[src/htim_pkg.sv]
// Package of offsets, fields and reset values for the host timer block
package htim_pkg;
   // ----------------------------------------------------------------
   // Register offsets (byte addresses)
   // ----------------------------------------------------------------
   localparam logic [7:0]  OFS_CFG         = 8'h8c;
   localparam logic [7:0]  OFS_CNT         = 8'h90;
   localparam logic [7:0]  OFS_TICK        = 8'h9c;
   localparam logic [7:0]  OFS_STS         = 8'hb8;
   // ----------------------------------------------------------------
   // Fields and reset values
   // ----------------------------------------------------------------
   localparam int          CFG_RUN_BIT     = 29;
   localparam logic [15:0] PRELOAD_RST     = 16'hffff;
   localparam logic [15:0] COUNT_RST       = 16'hffff;
   localparam logic [31:0] TICK_RST        = 32'h0000_0000;
   localparam int          STS_TIMER_BIT   = 0;
   // ----------------------------------------------------------------
   // Timing
   // ----------------------------------------------------------------
   localparam int          CLK_PERIOD_NS   = 40;
   localparam int          TICK_CLEAR_NS   = 160;
   localparam int          TICK_CLEAR_CYC  = (TICK_CLEAR_NS + CLK_PERIOD_NS - 1) / CLK_PERIOD_NS;
endpackage

[src/htim_tick_if.sv]
// Interface carrying tick counter controls and value
`timescale 1ns/1ps
`default_nettype none
interface htim_tick_if;
   logic        enable;
   logic        capture;
   logic [31:0] value;
   logic [31:0] held;
   modport owner (input enable, input capture, output value, output held);
   modport user  (output enable, output capture, input value, input held);
endinterface
`default_nettype wire

[src/htim_tick.sv]
// Free-running 32-bit tick counter with read capture
`timescale 1ns/1ps
`default_nettype none
module htim_tick (
   input  wire logic     clk,
   input  wire logic     rst,
   htim_tick_if.owner    tk
);
   // ----------------------------------------------------------------
   // Counter
   // ----------------------------------------------------------------
   // Power state never gates this; only the clock enable freezes it
   always_ff @(posedge clk) begin
      if (rst) begin
         tk.value <= htim_pkg::TICK_RST;
      end else if (tk.enable) begin
         tk.value <= tk.value + 32'h0000_0001;
      end
   end
   // ----------------------------------------------------------------
   // Capture for the second half-word
   // ----------------------------------------------------------------
   always_ff @(posedge clk) begin
      if (rst) begin
         tk.held <= htim_pkg::TICK_RST;
      end else if (tk.enable && tk.capture) begin
         tk.held <= tk.value;
      end
   end
endmodule
`default_nettype wire

[src/htim_top.sv]
// Host timer and tick counter, SRAM-like 16-bit register port
//
// Notes on behaviour
// - Writing one to the run bit starts the interval timer, clearing it halts the count.
// - A one-to-zero change of the run bit forces the preload field back to all ones.
// - The low 16 bits of the config register hold the preload, reset to all ones, read and write.
// - The count register always returns the present timer count, all ones after reset.
// - While running the timer raises host events repeatedly, once every preload plus one cycles.
// - The tick counter is 32 bits, starts at zero after reset and adds one each clock with CE high.
// - At its largest value the tick counter wraps to zero and keeps going.
// - The low half-word read of the tick counter captures all 32 bits, the high half comes from it.
// - The tick counter may take up to 160 ns after reset to read zero.
// - Power states never stop the tick counter.
`timescale 1ns/1ps
`default_nettype none
module htim_top (
   input  wire logic        MCLK,
   input  wire logic        RST,
   input  wire logic        CE,
   input  wire logic        CS_N,
   input  wire logic        RD_N,
   input  wire logic        WR_N,
   input  wire logic [7:1]  ADDR,
   input  wire logic [15:0] DIN,
   output var  logic [15:0] DOUT,
   output var  logic        DOUT_EN,
   output var  logic        TIMER_EVENT,
   output var  logic        TIMER_FLAG
);
   // ----------------------------------------------------------------
   // Pin synchronisers
   // ----------------------------------------------------------------
   logic [2:0] strb_s1_reg;
   logic [2:0] strb_s2_reg;
   logic [2:0] strb_prev_reg;
   logic [7:1] addr_s1_reg;
   logic [7:1] addr_s2_reg;
   logic [15:0] din_s1_reg;
   logic [15:0] din_s2_reg;
   // Strobes reset to their idle level, so no false leading edge follows reset
   always_ff @(posedge MCLK) begin
      if (RST) begin
         strb_s1_reg   <= 3'h7;
         strb_s2_reg   <= 3'h7;
         strb_prev_reg <= 3'h7;
      end else if (CE) begin
         strb_s1_reg   <= {CS_N, RD_N, WR_N};
         strb_s2_reg   <= strb_s1_reg;
         strb_prev_reg <= strb_s2_reg;
      end
   end

   // Host holds address and data across the strobe; they share its two stages
   always_ff @(posedge MCLK) begin
      if (RST) begin
         addr_s1_reg <= 7'h00;
         addr_s2_reg <= 7'h00;
      end else if (CE) begin
         addr_s1_reg <= ADDR;
         addr_s2_reg <= addr_s1_reg;
      end
   end

   always_ff @(posedge MCLK) begin
      if (RST) begin
         din_s1_reg <= 16'h0000;
         din_s2_reg <= 16'h0000;
      end else if (CE) begin
         din_s1_reg <= DIN;
         din_s2_reg <= din_s1_reg;
      end
   end
   // ----------------------------------------------------------------
   // Access decode
   // ----------------------------------------------------------------
   logic       rd_act;
   logic       wr_act;
   logic       rd_start;
   logic       wr_start;
   logic [7:0] byte_addr;
   logic       half_hi;
   assign rd_act    = !strb_s2_reg[2] && !strb_s2_reg[1];
   assign wr_act    = !strb_s2_reg[2] && !strb_s2_reg[0];
   // Act once per strobe, at its leading edge
   assign rd_start  = rd_act && !(!strb_prev_reg[2] && !strb_prev_reg[1]);
   assign wr_start  = wr_act && !(!strb_prev_reg[2] && !strb_prev_reg[0]);
   // Half-word address folded onto the 32-bit register offsets
   assign byte_addr = {addr_s2_reg[7:2], 2'b00};
   assign half_hi   = addr_s2_reg[1];

   function automatic logic hit(input logic [7:0] a, input logic [7:0] ofs);
      hit = (a == ofs);
   endfunction

   // Addressed half of a 32-bit register image
   function automatic logic [15:0] half_of(input logic [31:0] w, input logic hi);
      half_of = hi ? w[31:16] : w[15:0];
   endfunction
   // ----------------------------------------------------------------
   // Interval timer
   // ----------------------------------------------------------------
   logic [15:0] preload_reg;
   logic        run_reg;
   logic [15:0] count_reg;
   logic        wr_cfg_lo;
   logic        wr_cfg_hi;
   logic        run_next;
   logic        expire;
   assign wr_cfg_lo = wr_start && hit(byte_addr, htim_pkg::OFS_CFG) && !half_hi;
   assign wr_cfg_hi = wr_start && hit(byte_addr, htim_pkg::OFS_CFG) && half_hi;
   assign run_next  = wr_cfg_hi ? din_s2_reg[htim_pkg::CFG_RUN_BIT - 16] : run_reg;
   // Reload lands one cycle after zero, so the period is preload plus one
   assign expire    = run_reg && (count_reg == 16'h0000);

   // Run bit takes effect at the edge that acts on the write
   always_ff @(posedge MCLK) begin
      if (RST) begin
         run_reg <= 1'b0;
      end else if (CE) begin
         run_reg <= run_next;
      end
   end

   always_ff @(posedge MCLK) begin
      if (RST) begin
         preload_reg <= htim_pkg::PRELOAD_RST;
      end else if (CE) begin
         if (run_reg && !run_next) begin
            preload_reg <= htim_pkg::PRELOAD_RST;
         end else if (wr_cfg_lo) begin
            preload_reg <= din_s2_reg;
         end
      end
   end

   // Halted timer holds its count; a start reloads from preload
   always_ff @(posedge MCLK) begin
      if (RST) begin
         count_reg <= htim_pkg::COUNT_RST;
      end else if (CE) begin
         if (!run_reg && run_next) begin
            count_reg <= preload_reg;
         end else if (expire) begin
            count_reg <= preload_reg;
         end else if (run_reg) begin
            count_reg <= count_reg - 16'h0001;
         end
      end
   end
   // ----------------------------------------------------------------
   // Timer status and event outputs
   // ----------------------------------------------------------------
   logic clr_flag;
   assign clr_flag = wr_start && hit(byte_addr, htim_pkg::OFS_STS) && !half_hi
                     && din_s2_reg[htim_pkg::STS_TIMER_BIT];
   always_ff @(posedge MCLK) begin
      if (RST) begin
         TIMER_EVENT <= 1'b0;
      end else if (CE) begin
         TIMER_EVENT <= expire;
      end
   end

   always_ff @(posedge MCLK) begin
      if (RST) begin
         TIMER_FLAG <= 1'b0;
      end else if (CE) begin
         // Set wins over a write-one clear in the same cycle
         if (expire) begin
            TIMER_FLAG <= 1'b1;
         end else if (clr_flag) begin
            TIMER_FLAG <= 1'b0;
         end
      end
   end
   // ----------------------------------------------------------------
   // Tick counter
   // ----------------------------------------------------------------
   htim_tick_if tick ();
   logic first_tick_rd;
   // A lone high-half read returns whatever the last low-half read captured
   assign first_tick_rd = rd_start && hit(byte_addr, htim_pkg::OFS_TICK) && !half_hi;
   assign tick.enable   = CE;
   assign tick.capture  = first_tick_rd;

   htim_tick u_tick (
      .clk (MCLK),
      .rst (RST),
      .tk  (tick.owner)
   );
   // ----------------------------------------------------------------
   // Read data
   // ----------------------------------------------------------------
   logic [15:0] rdata;
   always_comb begin
      rdata = 16'h0000;
      if (hit(byte_addr, htim_pkg::OFS_CFG)) begin
         rdata = half_of({2'b00, run_reg, 13'h0000, preload_reg}, half_hi);
      end else if (hit(byte_addr, htim_pkg::OFS_CNT)) begin
         rdata = half_of({16'h0000, count_reg}, half_hi);
      end else if (hit(byte_addr, htim_pkg::OFS_TICK)) begin
         // Low half comes live and is captured together with it
         rdata = half_of({tick.held[31:16], tick.value[15:0]}, half_hi);
      end else if (hit(byte_addr, htim_pkg::OFS_STS)) begin
         rdata = half_of({31'h0000_0000, TIMER_FLAG}, half_hi);
      end
   end

   // Enable follows the synced strobe level, so a held read keeps driving
   always_ff @(posedge MCLK) begin
      if (RST) begin
         DOUT_EN <= 1'b0;
      end else if (CE) begin
         DOUT_EN <= rd_act;
      end
   end

   // Data loads once per strobe and then holds, even if its source moves
   always_ff @(posedge MCLK) begin
      if (RST) begin
         DOUT <= 16'h0000;
      end else if (CE && rd_start) begin
         DOUT <= rdata;
      end
   end
endmodule
`default_nettype wire

[config.mk]
export PLATFORM = sky130hd
export DESIGN_NAME = htim_top
export DESIGN_NICKNAME = d
export VERILOG_FILES = /design/src/htim_pkg.sv /design/src/htim_tick_if.sv /design/src/htim_tick.sv /design/src/htim_top.sv
export SDC_FILE = /design/constraint.sdc
export NUM_CORES = 1
export LEC_CHECK = 0
export BUFFER_PORTS_ARGS = -buffer_cell sky130_fd_sc_hd__buf_2
export CORE_MARGIN = 3
export CORE_UTILIZATION = 42
export DETAILED_ROUTE_END_ITERATION = 16
export SLEW_MARGIN = 0
export SYNTH_ARGS = -nofsm -noshare
export SYNTH_HDL_FRONTEND = slang
export SYNTH_HIERARCHICAL = 1
export SYNTH_SLANG_ARGS = --single-unit
[constraint.sdc]
create_clock -name MCLK -period 3 [get_ports MCLK]
set_input_delay 0 -clock MCLK [delete_from_list [all_inputs] [get_ports MCLK]]
set_output_delay 0 -clock MCLK [all_outputs]
set_load 0.02 [all_outputs]
==> results.sh <==
export IMPL_initial_core_util=0.432
export IMPL_cts_max_path_buffers=2
export IMPL_clk_pin_slew_ps=70
export IMPL_setup_tns_ps=0
export IMPL_antenna_cells=0
export IMPL_largest_reg_flops=32
export IMPL_finalCritPeriodShare=0.852
export IMPL_syn_num_nets=807
export IMPL_slew_limit_headroom=0.323
export IMPL_place_gp_congestion=0.882
export IMPL_layout_nets=856
export IMPL_end_kind="flop"
export IMPL_clk_latency_ps=420
export IMPL_cts_sinks=155
export IMPL_cts_tree="yes"
export IMPL_htree_levels=4
export IMPL_netlist_instances=776
export IMPL_ff2ff_setup_slack_ps=440
export IMPL_grt_overflow=0
export IMPL_drcViolationCount=0
export IMPL_finalSetupViolCount=0
export IMPL_worstPathRequired_ps=3340
export IMPL_post_cts_buffers=0
export IMPL_rr_startpoint="addr_s2_reg[3]"
export IMPL_hold_path_class="input port to flop"
export IMPL_mappedNetlistArea_um2=6910
export IMPL_die_h_um=134
export IMPL_rsz0062_at_grt="false"
export IMPL_hold_path_end="strb_s1_reg[2]"
export IMPL_placed_cells=989
export IMPL_ant_nets=0
export IMPL_start_kind="flop"
export IMPL_critical_path_class="flop to flop"
export IMPL_avgViaCountPerCell=5.72
export IMPL_wl_per_cell_um=16.8
export IMPL_arrival_ps=2890
export IMPL_ir_worst_vdd_mv=0.436
export IMPL_power_leakage_nw=3.17
export IMPL_cts_root_buf="clkbuf_16"
export IMPL_grt_usage=0.200
export IMPL_vias=6024
export IMPL_drive_above_1_share=0.143
export IMPL_instances_no_fill=1054
export IMPL_top_register="u_tick/tk.value"
export IMPL_hpwl_mm=12.1
export IMPL_dieWidth_um=134
export IMPL_hp_start="CS_N"
export IMPL_drv_cap=0
export IMPL_cts_buffers=17
export IMPL_die_area_um2=18000
export IMPL_mostFrequentLayoutCells="dfxtp_1 (155), nand2_1 (98), nor2_1 (83)"
export IMPL_min_period_ps=2560
export IMPL_worst_pin_slew_ps=1010
export IMPL_area_growth_pct=17.3
export IMPL_grt_pass1_wl_mm=29.1
export IMPL_crit_start="addr_s2_reg[3]"
export IMPL_status="finished clean"
export IMPL_num_rows=46
export IMPL_powerDensity_nw_per_um2=544
export IMPL_yosys_warnings=6
export IMPL_io_buffer_count=47
export IMPL_core_region_area_um2=16000
export IMPL_antenna_found_initial=0
export IMPL_hold_viol_final=0
export IMPL_fmax_mhz=391
export IMPL_timing_rr_end="u_tick/tk.held[25]"
export IMPL_grt_pass1_vias=5663
export IMPL_slew_violations=0
export IMPL_grt_max_degree=48
export IMPL_syn_avg_cell_area_um2=8.90
export IMPL_final_common_cell="dfxtp_1"
export IMPL_drt_pass1_iterations=6
export IMPL_crit_path_max_fanout=18
export IMPL_io_pins=48
export IMPL_fin_skew_ps=10.7
export IMPL_wirelength_mm=17.7
export IMPL_drtIter0Drc=448
export IMPL_reg2reg_depth=6
export IMPL_min_path_cells=4
worst max-delay path, cell delays in order, from the launching register on:
cell and delay [ps]:
dfxtp_1 450, and4bb_1 260, and3_1 660, and3b_1 280
and2_1 500, nand2_1 150, a21oi_1 180
final cells by class:
| type | count | area [µm²] |
|---|---|---|
| fill | 1534 | 7900 |
| tap | 216 | 270 |
| multi-input combinational | 554 | 3480 |
| sequential | 155 | 3100 |
| inverter | 8 | 30.0 |
| clock buffer | 19 | 443 |
| timing repair buffer | 89 | 638 |
| clock inverter | 13 | 131 |
how the worst max path moves through the flow:
| stage | endpoint | depth (start not counted) | slack [ps] |
|---|---|---|---|
| after detailed placement | u_tick/tk.held[24] | 6 | 500 |
| after global placement | u_tick/tk.held[26] | 6 | 540 |
| final | u_tick/tk.held[25] | 6 | 440 |
| after global routing | u_tick/tk.held[26] | 6 | 230 |
| after floorplan | u_tick/tk.held[24] | 10 | 890 |
| after CTS | u_tick/tk.held[25] | 6 | 460 |
where the power goes:
part	internal (W)	total [W]	leakage (nW)	switching, W
sequential	0.00210	0.00212	1.26	0.0000273
clock	0.00119	0.00208	0.278	0.000899
combinational	0.0000982	0.000198	1.64	0.000100
metal layers:
layer	vias to the layer above	share of wire	global-route usage
li1	2916	-	-
met1	2917	0.47	0.277
met2	160	0.46	0.305
met3	31	0.043	0.0465
met4	0	0.024	0.0724
met5	-	0	0
metrics by stage:
stage | worst slack [ps] | total power (W) | cell area [µm²] | hold slack (ps) | util
after floorplan | 891 | 0.00228 | 6910 | 128 | -
after global placement | 538 | 0.00233 | 7190 | 224 | 0.450
after detailed placement | 496 | 0.00233 | 7190 | 236 | 0.450
after CTS | 462 | 0.00445 | 8100 | 327 | 0.506
after global routing | 228 | 0.00457 | 8100 | 340 | 0.506
final | 444 | 0.00441 | 8100 | 333 | 0.506
what timing repair did:
| item | in CTS | in global routing |
|---|---|---|
| setup endpoints to repair | 0 | 0 |
| hold buffers | 33 | 0 |
| gates resized for setup | 0 | 0 |
| hold endpoints to repair | 39 | 0 |
Note: power is estimated with default switching activity, not from simulation.
